==> src/rtl/rdl_pkg.sv <==
// shared constants and types for the register default loader
`default_nettype none
package rdl_pkg;
    localparam int NVM_AW = 10;
    localparam int REG_AW = 8;
    localparam int CNT_W  = 8;

    // ------------------------------------------------------------
    // memory layout
    // ------------------------------------------------------------
    localparam logic [NVM_AW-1:0] PAGE0_LAST    = 10'h03f;
    localparam logic [NVM_AW-1:0] DEFAULTS_BASE = 10'h040;
    localparam logic [CNT_W-1:0]  DEFAULT_COUNT = 8'h60;
    localparam logic [REG_AW-1:0] DEFAULT_REG0  = 8'h00;

    // ------------------------------------------------------------
    // protocol settings areas and their target registers
    // ------------------------------------------------------------
    localparam logic [REG_AW-1:0] TX_REG_FIRST = 8'h28;
    localparam logic [CNT_W-1:0]  TX_LEN       = 8'h10;
    localparam logic [REG_AW-1:0] RX_REG_FIRST = 8'h38;
    localparam logic [CNT_W-1:0]  RX_LEN       = 8'h08;

    typedef enum logic [1:0] {S_IDLE, S_READ, S_WRITE} rdl_state_t;
    typedef enum logic [1:0] {PH_DEFAULTS, PH_TX, PH_RX} rdl_phase_t;
endpackage
`default_nettype wire

==> src/rtl/rdl_src_addr.sv <==
// source address of one protocol settings set in nonvolatile memory
`timescale 1ns/1ps
`default_nettype none
module rdl_src_addr #(
    parameter int AW = 10
) (
    input  wire logic [AW-1:0] areaBase,
    input  wire logic [7:0]    protoSel,
    input  wire logic [7:0]    setLen,
    output logic      [AW-1:0] srcAddr
);
    logic [15:0] offset;

    // wraps inside the memory; a base near the top folds back
    assign offset  = protoSel * setLen;
    assign srcAddr = areaBase + offset[AW-1:0];
endmodule
`default_nettype wire

==> src/rtl/rdl_loader.sv <==
// copies register defaults and protocol settings from nonvolatile memory
`timescale 1ns/1ps
`default_nettype none
// Contract
// - defaults come from nonvolatile bytes copied into registers, not fixed constants
// - only read/write or dynamic bits of a register take the stored byte
// - protocol source locations follow selected protocol and user-set area bases
// - the default copy reruns after every startup, so edited bytes take effect
// - protocol load command copies a stored protocol settings set into registers
// - defaults start at byte 40h, one byte per register in register order
// - first page holds production data and never serves as defaults
module rdl_loader
    import rdl_pkg::*;
#(
    parameter int DEF_COUNT = 96
) (
    input  wire logic                      core_clk,
    input  wire logic                      rst,
    input  wire logic                      startupDone,
    input  wire logic                      protocol_settings_load,
    input  wire logic [7:0]                txProtocol,
    input  wire logic [7:0]                rxProtocol,
    input  wire logic [rdl_pkg::NVM_AW-1:0] txAreaBase,
    input  wire logic [rdl_pkg::NVM_AW-1:0] rxAreaBase,
    output logic                           nvmRdReq,
    output logic      [rdl_pkg::NVM_AW-1:0] nvmAddr,
    input  wire logic [7:0]                nvmRdData,
    input  wire logic                      nvmRdValid,
    output logic                           regWe,
    output logic      [rdl_pkg::REG_AW-1:0] regWrAddr,
    output logic      [7:0]                regWrData,
    output logic      [7:0]                regWrMask,
    input  wire logic [7:0]                writableMask,
    output logic                           hostReady,
    output logic                           loaderBusy,
    output logic                           protoDone
);
    import rdl_pkg::*;

    typedef struct packed {
        rdl_state_t          st;
        rdl_phase_t          ph;
        logic [NVM_AW-1:0]   src;
        logic [REG_AW-1:0]   dst;
        logic [CNT_W-1:0]    remain;
        logic [NVM_AW-1:0]   rxStart;
        logic                pend;
        logic [7:0]          txSel;
        logic [7:0]          rxSel;
        logic                we;
        logic [7:0]          data;
        logic [7:0]          mask;
        logic                ready;
        logic                done;
    } rdl_regs_t;

    rdl_regs_t           r;
    rdl_regs_t           next_r;
    logic [NVM_AW-1:0]   txSrc;
    logic [NVM_AW-1:0]   rxSrc;

    // ------------------------------------------------------------
    // protocol source addresses
    // ------------------------------------------------------------
    rdl_src_addr #(.AW(NVM_AW)) uTxSrc (
        .areaBase (txAreaBase),
        .protoSel (r.txSel),
        .setLen   (TX_LEN),
        .srcAddr  (txSrc)
    );

    rdl_src_addr #(.AW(NVM_AW)) uRxSrc (
        .areaBase (rxAreaBase),
        .protoSel (r.rxSel),
        .setLen   (RX_LEN),
        .srcAddr  (rxSrc)
    );

    // ------------------------------------------------------------
    // sequencer
    // ------------------------------------------------------------
    always_comb begin
        next_r      = r;
        next_r.we   = 1'b0;
        next_r.done = 1'b0;
        // a command in the same cycle as the clear is kept
        if (protocol_settings_load) begin
            next_r.pend  = 1'b1;
            next_r.txSel = txProtocol;
            next_r.rxSel = rxProtocol;
        end
        unique case (r.st)
            S_IDLE: begin
                if (r.pend && !protocol_settings_load) begin
                    next_r.pend   = 1'b0;
                    next_r.ph     = PH_TX;
                    next_r.src    = txSrc;
                    next_r.dst    = TX_REG_FIRST;
                    next_r.remain = TX_LEN;
                    // rx source fixed now; a queued command may change the index
                    next_r.rxStart = rxSrc;
                    next_r.st     = S_READ;
                end
            end
            S_READ: begin
                if (nvmRdValid) begin
                    next_r.we   = 1'b1;
                    next_r.data = nvmRdData;
                    next_r.mask = writableMask;
                    next_r.st   = S_WRITE;
                end
            end
            S_WRITE: begin
                next_r.src    = r.src + 10'h001;
                next_r.dst    = r.dst + 8'h01;
                next_r.remain = r.remain - 8'h01;
                next_r.st     = S_READ;
                if (r.remain == 8'h01) begin
                    unique case (r.ph)
                        PH_DEFAULTS: begin
                            next_r.ready = 1'b1;
                            next_r.st    = S_IDLE;
                        end
                        PH_TX: begin
                            next_r.ph     = PH_RX;
                            next_r.src    = r.rxStart;
                            next_r.dst    = RX_REG_FIRST;
                            next_r.remain = RX_LEN;
                        end
                        PH_RX: begin
                            next_r.done = 1'b1;
                            next_r.st   = S_IDLE;
                        end
                        default: next_r.st = S_IDLE;
                    endcase
                end
            end
            default: next_r.st = S_IDLE;
        endcase
        // startup restarts the whole default copy and blocks the host
        if (startupDone) begin
            next_r.st     = S_READ;
            next_r.ph     = PH_DEFAULTS;
            next_r.src    = DEFAULTS_BASE;
            next_r.dst    = DEFAULT_REG0;
            next_r.remain = DEF_COUNT[CNT_W-1:0];
            next_r.ready  = 1'b0;
            next_r.we     = 1'b0;
        end
    end

    always_ff @(posedge core_clk or posedge rst) begin
        if (rst) begin
            // reset starts a default copy; page 0 is skipped by the base
            r        <= '0;
            r.st     <= S_READ;
            r.ph     <= PH_DEFAULTS;
            r.src    <= DEFAULTS_BASE;
            r.dst    <= DEFAULT_REG0;
            r.remain <= DEF_COUNT[CNT_W-1:0];
        end else begin
            r <= next_r;
        end
    end

    assign nvmRdReq   = (r.st == S_READ);
    assign nvmAddr    = r.src;
    assign regWe      = r.we;
    assign regWrAddr  = r.dst;
    assign regWrData  = r.data;
    assign regWrMask  = r.mask;
    assign hostReady  = r.ready;
    assign loaderBusy = (r.st != S_IDLE);
    assign protoDone  = r.done;

    // ------------------------------------------------------------
    // checks
    // ------------------------------------------------------------
    property p_write_from_nvm;
        @(posedge core_clk) disable iff (rst)
        regWe |-> $past(nvmRdValid) && $past(nvmRdReq) && regWrData == $past(nvmRdData);
    endproperty
    a_write_from_nvm: assert property (p_write_from_nvm) else $error("write without read");

    property p_mask_writable;
        @(posedge core_clk) disable iff (rst)
        regWe |-> regWrMask == $past(writableMask);
    endproperty
    a_mask_writable: assert property (p_mask_writable) else $error("mask not writable set");

    property p_tx_source;
        @(posedge core_clk) disable iff (rst)
        (r.st == S_IDLE && r.pend && !protocol_settings_load && !startupDone)
            |=> nvmRdReq && nvmAddr == $past(txSrc) && regWrAddr == TX_REG_FIRST;
    endproperty
    a_tx_source: assert property (p_tx_source) else $error("protocol source wrong");

    property p_startup_restart;
        @(posedge core_clk) disable iff (rst)
        startupDone |=> nvmRdReq && nvmAddr == DEFAULTS_BASE && !hostReady;
    endproperty
    a_startup_restart: assert property (p_startup_restart) else $error("no restart");

    property p_proto_done;
        @(posedge core_clk) disable iff (rst)
        (r.st == S_WRITE && r.ph == PH_RX && r.remain == 8'h01 && !startupDone)
            |=> protoDone ##1 !protoDone;
    endproperty
    a_proto_done: assert property (p_proto_done) else $error("protocol load not ended");

    property p_byte_order;
        @(posedge core_clk) disable iff (rst)
        (r.st == S_WRITE && r.remain != 8'h01 && !startupDone)
            |=> nvmAddr == $past(nvmAddr) + 10'h001 && regWrAddr == $past(regWrAddr) + 8'h01;
    endproperty
    a_byte_order: assert property (p_byte_order) else $error("byte order broken");

    property p_no_page0;
        @(posedge core_clk) disable iff (rst)
        (nvmRdReq && r.ph == PH_DEFAULTS) |-> nvmAddr > PAGE0_LAST;
    endproperty
    a_no_page0: assert property (p_no_page0) else $error("defaults read page 0");

    property p_ready_after_copy;
        @(posedge core_clk) disable iff (rst)
        (r.ph == PH_DEFAULTS && r.st != S_IDLE) |-> !hostReady;
    endproperty
    a_ready_after_copy: assert property (p_ready_after_copy) else $error("host early");

    property p_req_held;
        @(posedge core_clk) disable iff (rst)
        (nvmRdReq && !nvmRdValid && !startupDone) |=> nvmRdReq && $stable(nvmAddr);
    endproperty
    a_req_held: assert property (p_req_held) else $error("read request dropped");
endmodule
`default_nettype wire

==> config.mk <==
export PLATFORM = sky130hd
export DESIGN_NAME = rdl_loader
export DESIGN_NICKNAME = d
export VERILOG_FILES = /design/src/rtl/rdl_pkg.sv /design/src/rtl/rdl_src_addr.sv /design/src/rtl/rdl_loader.sv
export SDC_FILE = /design/constraint.sdc
export NUM_CORES = 1
export LEC_CHECK = 0
export BUFFER_PORTS_ARGS = -buffer_cell sky130_fd_sc_hd__clkbuf_2
export CORE_UTILIZATION = 54
export CTS_CLUSTER_DIAMETER = 50
export DETAILED_ROUTE_END_ITERATION = 10
export GPL_TIMING_DRIVEN = 0
export PLACE_DENSITY = 0.78
export SKIP_LAST_GASP = 1
export SYNTH_ARGS = -nofsm -noshare
export SYNTH_HDL_FRONTEND = slang
export SYNTH_SLANG_ARGS = --single-unit
==> constraint.sdc <==
create_clock -name core_clk -period 3.4 [get_ports core_clk]
set_clock_uncertainty 0.15 [all_clocks]
set_input_delay 0.34 -clock core_clk [delete_from_list [all_inputs] [get_ports core_clk]]
set_output_delay 0.34 -clock core_clk [all_outputs]
set_load 0.01 [all_outputs]
After elaboration in Yosys (flattened, before gate mapping):

Cells that the tools add are included.

* bits in registers: 76
* input port bits: 57
* output and inout bits: 39
* word-level logic and storage cells: 61

* add/sub/neg operators: 5
* equality and inequality tests: 9
* multiplexer cells: 18
* reduce and logical (&&, ||, !) cells: 15

Operators with widths (number)
* $mux W30: 2
* $pmux W28 S2: 1
* $mux W17: 3
* $mux W41: 1
* $mux W28: 1
* $add A10 B10 Y10: 2
* $add A10 B1 Y10 const B: 1
* $add A8 B1 Y8 const B: 1
* $eq A8 B1 Y1 const B: 1
* $reduce_and A2 Y1: 4
* $reduce_bool A2 Y1: 4
* $sub A8 B1 Y8 const B: 1
* $mux W1: 6
* $mux W2: 3
* $ne A3 B2 Y1 const B: 2
* $ne A3 B3 Y1 const B: 2
* $pmux W2 S3: 1
* $eq A2 B1 Y1 const B: 2
* $eq A2 B2 Y1 const B: 2
* $logic_not A2 Y1: 2
* $reduce_and A4 Y1: 1
* $reduce_and A3 Y1: 1
* $reduce_bool A3 Y1: 1
* $logic_and A1 B1 Y1: 1
* $logic_not A1 Y1: 1

Logic depth before layout (Yosys ltp):

Gate-level depths: netlist of the first run.

* depth in word-level cells: 5
* gate-level depth with buffers: 9
* gate-level depth less buffers: 8

By module:

A second synthesis of the first run with hierarchy kept.

* cells, all modules: 687
* area, all modules: 6874.1 um2

Modules (own cells, without submodules)
* rdl_loader: instances 1, cells an instance 339, area an instance 3878.7 um2
* rdl_src_addr: instances 2, cells an instance 174, area an instance 1497.7 um2

Worst setup path after synthesis of the first run:

Ideal clock, no wire load.

* kind: register to register
* start point: reg r[47] in the netlist's numbering
* end point: reg r, in the netlist nvmAddr[7]
* arrival time: 2.109 ns
* slack: 1.015 ns
* cell stages (with the launch flop): 10
* buffers on the path: 2
* clock period less this slack: 2.385 ns
* cell sequence: dfrtp_1 > inv_1 > ha_1 > or3b_2 > clkbuf_1 > or3_4 > buf_6 > o21ai_1 > a21oi_1 > a221o_1

* cells in the longest elaborated chain, start to end: 4

RTL lines
* from (decl): line rdl_loader.sv:57 `rdl_regs_t r;`
* from (signal assigned): line rdl_loader.sv:162 `r <= next_r;`
* $eq A8 B1 Y1: line rdl_loader.sv:118 `if (r.remain == 8'h01) begin`
* $mux W30: line rdl_loader.sv:118
* $pmux W28 S2: line rdl_loader.sv:92 `unique case (r.st)`
* $mux W30: line rdl_loader.sv:141 `if (startupDone) begin`

No other way between the ends. The select of a mux whose other input is x is not followed.
A chain may end at the register's enable or synchronous reset.

Final worst setup path of the first run:

* start point: reg r[47] in the netlist's numbering
* end point: reg r[72] in the netlist's numbering

* cells in the longest elaborated chain, start to end: 3

RTL lines (line)
* $eq A8 B1 Y1: rdl_loader.sv:118
* $ne A3 B3 Y1 (no line)
* $reduce_and A4 Y1 (no line)

No other way between the ends.

==> results of run 1 <==
## layout by cell type, fill, tap and decap left out, drive strengths merged, types with 2 or more instances in the layout
cell type  count
a31oi          3
nand2b         4
nor4           4
a211o          2
a21o           6
a221o          4
clkbuf       111
ha            15
a21oi         18
nor2          27
nand2         36
dfstp          4
nor3b          3
nand3          3
buf           38
nor3           8
a211oi         5
fa             2
bufinv         2
xor2           4
or2            3
o21ai         39
a222oi         4
dfrtp         69
o21bai         4
inv           12
mux2          28
and3           5
xnor2         15
clkinv         3
nand4          4
## metrics by stage
stage	total power [mW]	setup slack, ns
2_1_floorplan	1.429	1.015
3_3_place_gp	1.578	0.2119
3_5_place_dp	1.599	0.7640
4_1_cts	2.349	0.7713
5_1_grt	2.456	0.5347
6_report	2.328	0.7551
## routing by layer
layer  vias up  global-route usage, %  wire length [um]
met5         -                      0                 0
met4         0                  7.478                72
met3         6                  5.561               506
met2        95                  35.73              3846
met1      1458                  31.77              3791
li1       1550                      -                 -
## registers in the layout (all words and copies together), names as in the netlist
register,cells
r,36
regWe,1
nvmAddr,10
regWrData,8
regWrMask,8
regWrAddr,8
protoDone,1
hostReady,1
## where the power goes
group	switching, mW	leakage, nW	internal (mW)
Clock	0.314	0.113	0.432
Combinational	0.235	1.29	0.265
Sequential	0.0916	0.916	0.991
Total	0.640	2.32	1.69
## cells by family after synthesis
family,share of synthesized area (%)
simple gates,12.86
compound gates,14.17
flops,45.79
buf+inv,9.196
mux,8.133
xor+xnor,4.160
fa+ha+maj,5.693
## path summary, 6_finish.rpt
kind | startpoint | endpoint | slack (ns) | cells past startpoint
max | r[47]$_DFFE_PP0P_ | r[72]$_DFFE_PP0P_ | 0.76 | 8
min | rst | r[22]$_DFFE_PP0P_ | 0.03 | 2
max reg2reg | r[47]$_DFFE_PP0P_ | r[72]$_DFFE_PP0P_ | 0.76 | 8
min reg2reg | r[35]$_DFF_PP0_ | r[35]$_DFF_PP0_ | 0.33 | 1
max in group asynchronous | rst | regWrAddr[1]$_DFFE_PP0P_ | 2.53 | 2
min in group core_clk | rxAreaBase[0] | r[36]$_DFFE_PP0P_ | 0.04 | 3
## cell type report
| class | count | area (um^2) | area share (%) |
|---|---|---|---|
| Clock buffer | 11 | 141.4 | 2.947 |
| Buffer | 48 | 322.8 | 6.729 |
| Multi-Input combinational cell | 259 | 1800 | 37.53 |
| Tap cell | 99 | 123.9 | 2.582 |
| Timing Repair Buffer | 90 | 450.4 | 9.390 |
| Clock inverter | 5 | 78.83 | 1.643 |
| Sequential cell | 73 | 1832 | 38.18 |
| Inverter | 12 | 47.55 | 0.9911 |
## worst max-delay path: cells and delay by family, from the launching register on
family / cells / cell delay [ns]
and+or+nand+nor: 3 / 1.13
AOI/OAI and AO/OA: 2 / 0.35
DFF: 1 / 0.44
buffers and inverters: 2 / 0.30
adders and majority gates: 1 / 0.13
==> results, run 1 <==
- The most common cell in the synthesized netlist is sky130_fd_sc_hd__dfrtp_1.
- The DRC violations left is 0.
- The count of input and output buffers is 90.
- Clock tree synthesis inserted a total of 9 buffers.
- The H-tree was split into 3 levels.
- The flow ran to the end, and the final reports show no timing, DRC or antenna violations.
- The launching element type of the critical path is a register.
- CTS saw 73 sinks.
- The number of max-cap violations is 0.
- Across the VDD grid, the largest voltage drop is between 0.3 and 0.4 mV.
- The slowest cell on the critical path is sky130_fd_sc_hd__dfrtp_1.
- In this run the standard cell core region covers around 7200 um^2.
- The filler cell count in the final layout is approximately 620.
- By count the netlist is led by 69 x sky130_fd_sc_hd__dfrtp_1, 36 x sky130_fd_sc_hd__nand2_1, 36 x sky130_fd_sc_hd__o21ai_0.
- The global route total overflow is 0.
- STA puts the critical path data required time at about 3.4 ns.
- Entering global routing, the biggest net connects between 70 and 80 pins.
- The class of the tightest hold or removal check is in2async.
- The first-pass GRT wire length is 13610 um.
- The actual slew at the worst max-slew pin is 0.8569 ns.
- The hold slack is around 0.027 ns.
- The total inserted antenna cells is 0.
- Ranked by total cell area, the synthesized netlist is headed by sky130_fd_sc_hd__dfrtp_1 43%, sky130_fd_sc_hd__mux2_2 7.9%, sky130_fd_sc_hd__buf_4 6.4%.
- Derived from the worst setup path, the maximum achievable clock frequency is approximately 380 MHz.
- The final critical path time including I/O delays and setup is around 2.6 ns.
- After synthesis, the largest area contributor takes up between 40 and 50% of total cell area.
- After detailed placement, the total cell area comes to 4577 um^2.
- Hold repair after CTS inserted 0 buffers.
- The analysis attributes to cell leakage a power of between 2 and 2.5 nW.
- The number of global-route vias before repair is 2890.
- In this run the deepest clock path goes through 2 buffers.
- The number of distinct library cell variants in the gate-level netlist after synthesis is 50.
- For this run, the post-layout net count is roughly 570.
- The share of synthesized flip-flops with an asynchronous set or reset is 100.0%.
- The max-slew violation count is 0.
- The worst setup path is captured at a register.
- The delay of the slowest cell on the worst path is roughly 0.44 ns.
- The total half-perimeter wirelength after legalization and detailed placement is about 6000 um.
- Once detail routing completed, the nets flagged for antenna violations numbered 0.
- The flip-flop and latch count after synthesis is 73.
- The post-detailed-routing wire length is roughly 8000 um.
- By startpoint and endpoint, the worst setup path is classified as reg2reg.
- The y dimension of the die is ~88 um.
- TritonCTS built the clock tree.
- The later pin in the worst-skew pair is clocked with a latency of between 0.3 and 0.4 ns.
- The total die area is 7755 um^2.
- The detail-routed net length per standard cell is 13.76 um.
- Synthesis handed over a netlist of roughly 390 instances.
- A synthesized cell averages 10.20 um^2.
- The buffer type at the clock tree root is sky130_fd_sc_hd__clkbuf_8.
- The post-CTS clock slew at the launch and capture registers of the worst setup and hold paths is 0.07 ns.
- In this run, post-CTS repair resized a total of 0 instances.
- Summing over every cut layer, the via total after detailed routing is 3109.
- From synthesis to final layout, the design area changed by 19.92%.
- The final hold violation count is 0.
- The cell area power density is ~490 nW/um^2.
- The non-filler instance count after layout is between 500 and 600.
- The DRC marker count from the first detailed-route iteration is around 170.
- The synthesized design spends more area on one cell type than any other, namely sky130_fd_sc_hd__dfrtp_1.
- For this configuration, the core starts out at a cell density of between 50% and 60%.
- The initial antenna violation count came to 0.
- The most frequently used flop master after synthesis is sky130_fd_sc_hd__dfrtp_1.
- The placed cell count is around 580.
- The synthesized netlist net count is ~470.
- The floorplan has 31 rows.
- In this run the post-CTS setup repair buffer count came out at 0.
- Headroom to the max-slew limit came out at a little over two fifths.
- The largest fanout on the critical path is 10.
- The number of search-and-repair iterations in the first detailed-routing pass is 4.
- The number of primary I/O pins is 96.
- By instance count, the cell type seen most on the critical path is sky130_fd_sc_hd__o21ai_0.
- Setup repair after global routing left no endpoint under its margin.
- Setup violations remaining at the end of the flow were counted as 0.
- After routing, the total negative slack on setup checks comes to 0 ns.
- The fraction of layout instances using a drive strength above 1 is 37.35%.
- At the end of routability-driven placement, the weighted congestion stood at about 0.87.
- The proportion of synthesized chip area in sequential cells is 45.79%.
- Cells fill roughly two thirds of the core in the end.
- At the worst endpoint, the arrival time is around 2.7 ns.
- After synthesis the cells add up to approximately 4000 um^2.
- The post-detailed-route via-to-cell ratio is between 5 and 6.
- The signal on the critical path passes through inv_1 > ha_1 > or3b_2 > clkbuf_1 > nor3_4 > nor2_1 > o21ai_0 > o21ai_0.
- After routing the design area is between 4000 and 5000 um^2.
- The total routing usage reported by global routing is around 23%.
- For this run, the number of Yosys warnings is 0.
- The final period utilization is between 70% and 80%.
- In this run, synthesis inferred 0 flip-flops with an integrated enable.
- The x dimension of the die is just under 90 um.
Power figures use the tool's default switching activity.
==> run 2: changes to the inputs <==
==> constraint.sdc (replaced) <==
create_clock -name core_clk -period 2.8 [get_ports core_clk]
set_clock_uncertainty 0.15 [all_clocks]
set_input_delay 0.28 -clock core_clk [delete_from_list [all_inputs] [get_ports core_clk]]
set_output_delay 0.28 -clock core_clk [all_outputs]
set_load 0.01 [all_outputs]
==> results, run 2 (same netlist as run 1, synthesis figures left out) <==
- The antenna violation net count after detailed routing came to 0 (unchanged).
- The post-route cell area is 4858 um^2 (+1.3%).
- The leakage power summed over all cells is 2.355 nW (+1.3%).
- The non-filler instance count after layout is 603 (+1.0%).
- The total met3 wirelength after detailed routing came to 489 um (-3.4%).
- The most common library cell in the layout ignoring fill and taps is sky130_fd_sc_hd__clkbuf_2.
- The max-slew violation count is 0 (unchanged).
- The final net count was 573 (+1.1%).
- The total number of vias came to 3160 (+1.6%).
- The area growth from synthesis to layout is 21.46%.
- The critical path goes through inv_1 > ha_1 > or3b_2 > clkbuf_1 > or3_4 > buf_6 > o21ai_1 > a21oi_1 > a221o_1.
- The first-pass GRT wire length is 13680 um (+0.51%).
- Setup repair after global routing left no endpoint under its margin.
- The path class of the tightest hold or removal check is in2async.
- Tracing the worst setup path back leads to its startpoint at r[47]$_DFFE_PP0P_.
- The post-detailed-routing wire length is 8328 um (+1.4%).
- The worst-case clock buffer depth came to 2 (unchanged).
- The worst setup path is of the reg2reg kind.
- The cell area power density is 584.2 nW/um^2 (+20%).
- The delay of the slowest cell on the worst path is 0.44 ns (about the same).
- The worst slew slack as a fraction of its limit was 42.21% (-0.66 points).
- The x dimension of the die is 88.07 um (unchanged).
- The post-CTS clock slew at the launch and capture registers of the worst setup and hold paths was 0.08 ns (about the same).
- The filler cell count in the final layout was 608 (-1.3%).
- The top achievable clock speed is 383.0 MHz (+1.3%).
- The fraction of layout instances using a drive strength above 1 is 37.50% (+0.15 points).
- The number of search-and-repair iterations in the first detailed-routing pass came to 6 (+2).
- The power dissipated by switching net loads is 0.7853 mW (+23%).
- TritonCTS built the clock tree.
- The met2 wire length is 3974 um (+3.3%).
- The checks that failed: negative hold slack.
- The total half-perimeter wirelength after legalization and detailed placement was 5987 um (unchanged).
- The placed standard-cell area is 4577 um^2 (unchanged).
- The post-detailed-route via-to-cell ratio is 5.240 (+0.63%).
- The TritonCTS sink count is 73 (unchanged).
- The pin count of the biggest net entering global routing is 74 (unchanged).
- The met1 routed wirelength after detailed routing is 3828 um (+0.98%).
- The top register by number of flip-flops is r.
- The number of CTS-inserted buffers is 9 (unchanged).
- The cell sitting at the root of the clock tree is a sky130_fd_sc_hd__clkbuf_8.
- The launching element type of the critical path is a register.
- The total design power is 2.839 mW (+22%).
- The flip-flop count of the largest register after layout is 36 (unchanged).
- The utilization of the core after routing is 67.34% (+0.85 points).
- The part of the power in registers is 46.3% (-0.2 points).
- The data required time at the worst endpoint is 2.88 ns (-0.56 ns).
- The last weighted congestion value of the routability-driven placer came to 0.8730 (unchanged).
- The buffering stage count on the worst path with inverters included is 3 (+1).
- The number of max-cap violations is 0 (unchanged).
- The clock share of power came to 32.0% (about the same).
- The number of primary I/O pins was 96 (unchanged).
- STA classifies the critical path endpoint as a register.
- The DRC violations left came to 0 (unchanged).
- The maximum ir drop on the vdd rail is 0.4304 mV (+23%).
- The total number of H-tree levels is 3 (unchanged).
- Leaving out fill and tap cells, the most frequent cells in the layout are 90 x sky130_fd_sc_hd__clkbuf_2, 69 x sky130_fd_sc_hd__dfrtp_1, 37 x sky130_fd_sc_hd__buf_4.
- The detailed router used layers up to and including met4.
- The detail-routed net length per standard cell is 13.81 um (+0.35%).
- The final critical path time including I/O delays and setup is 2.611 ns (-0.03387 ns).
- The global route total overflow is 0 (unchanged).
- The number of core rows is 31 (unchanged).
- The number of global-route vias before repair came to 2918 (+0.97%).
- The initial antenna violation count is 0 (unchanged).
- The worst endpoint data arrival time came to 2.70 ns (about the same).
- The initial standard-cell utilization of the core is 55.45% (unchanged).
- In this design, the largest share of critical-path delay is due to simple AND/OR/NAND/NOR gates.
- The largest fanout on the critical path is 10 (unchanged).
- The total inserted antenna cells is 0 (unchanged).
- The worst reg2reg path startpoint is r[47]$_DFFE_PP0P_.
- The final hold violation count is 69 (+69).
- The placeable core area came to 7214 um^2 (unchanged).
- The switching part of the total is 27.67% (+0.18 points).
- The hold slack came to -0.03031 ns (-0.05699 ns).
- The count of input and output buffers is 90 (unchanged).
- The y dimension of the die came to 88.07 um (unchanged).
- The clock latency reported for the late side of the worst-skew pair is 0.34 ns (about the same).
- The final period utilization was 93.25% (+15 points).
- The combinational share of power came to 21.6% (about the same).
- The slowest stage of the critical path belongs to the cell sky130_fd_sc_hd__dfrtp_1.
- The run finished, with violations left.
- The actual slew at the worst max-slew pin is 0.8650 ns (+0.008086 ns).
- The internal power contribution was 2.053 mW (+22%).
- The final setup violation count is 0 (unchanged).
- The total die area is 7755 um^2 (unchanged).
- The total routing usage reported by global routing came to 23.07% (+0.10 points).
- The placed cell count was 581 (unchanged).
- The DRC marker count from the first detailed-route iteration is 152 (-12%).
## run 2: power by group through the flow
stage / sequential, mW / combinational [mW] / clock (mW)
floorplan: 1.29 / 0.445 / 0
global placement: 1.32 / 0.594 / 0
detailed placement: 1.33 / 0.610 / 0
CTS: 1.31 / 0.619 / 0.926
global route: 1.33 / 0.690 / 0.966
finish: 1.32 / 0.614 / 0.910
## run 2: area by class of cell
cell class,instances,area (um^2),area share [%]
sequential,73,1832,37.70
timing repair buffer,96,503.0,10.35
clock inverter,5,78.83,1.622
multi-input combinational,259,1809,37.24
inverter,12,47.55,0.9786
tap,99,123.9,2.550
clock buffer,11,141.4,2.910
buffer,48,322.8,6.644
## run 2: per-stage QoR
step	hold slack (ns)	worst slack [ns]	TNS (ns)
after floorplan	0.2354	0.4149	0
after global placement	0.3096	-0.3281	-22.33
after detailed placement	0.3191	0.1816	0
after CTS	0.003832	0.1713	0
after global routing	0.007323	0.06364	0
final	-0.03031	0.1890	0
## run 2: path summary, 6_finish.rpt
path	slack [ns]	cells past startpoint	to
max reg2reg	0.19	9	nvmAddr[8]$_DFFE_PP0P_
min in group core_clk	0.01	3	r[28]$_DFFE_PP0P_
min reg2reg	0.33	1	r[35]$_DFF_PP0_
min	-0.03	2	r[22]$_DFFE_PP0P_
max in group asynchronous	1.98	2	regWrAddr[1]$_DFFE_PP0P_
max	0.19	9	nvmAddr[8]$_DFFE_PP0P_
## run 2: timing repair
item,in CTS,in global routing
endpoints found under the hold margin,3,0
hold buffers,3,0
gates resized for setup,0,1
setup buffers,0,3
endpoints found under the setup margin,0,5
## run 2: layer usage
metal / track usage, % / up-vias
li1: - / 1561
met1: 31.89 / 1498
met2: 36.15 / 97
met3: 5.278 / 4
met4: 7.478 / 0
met5: 0 / -
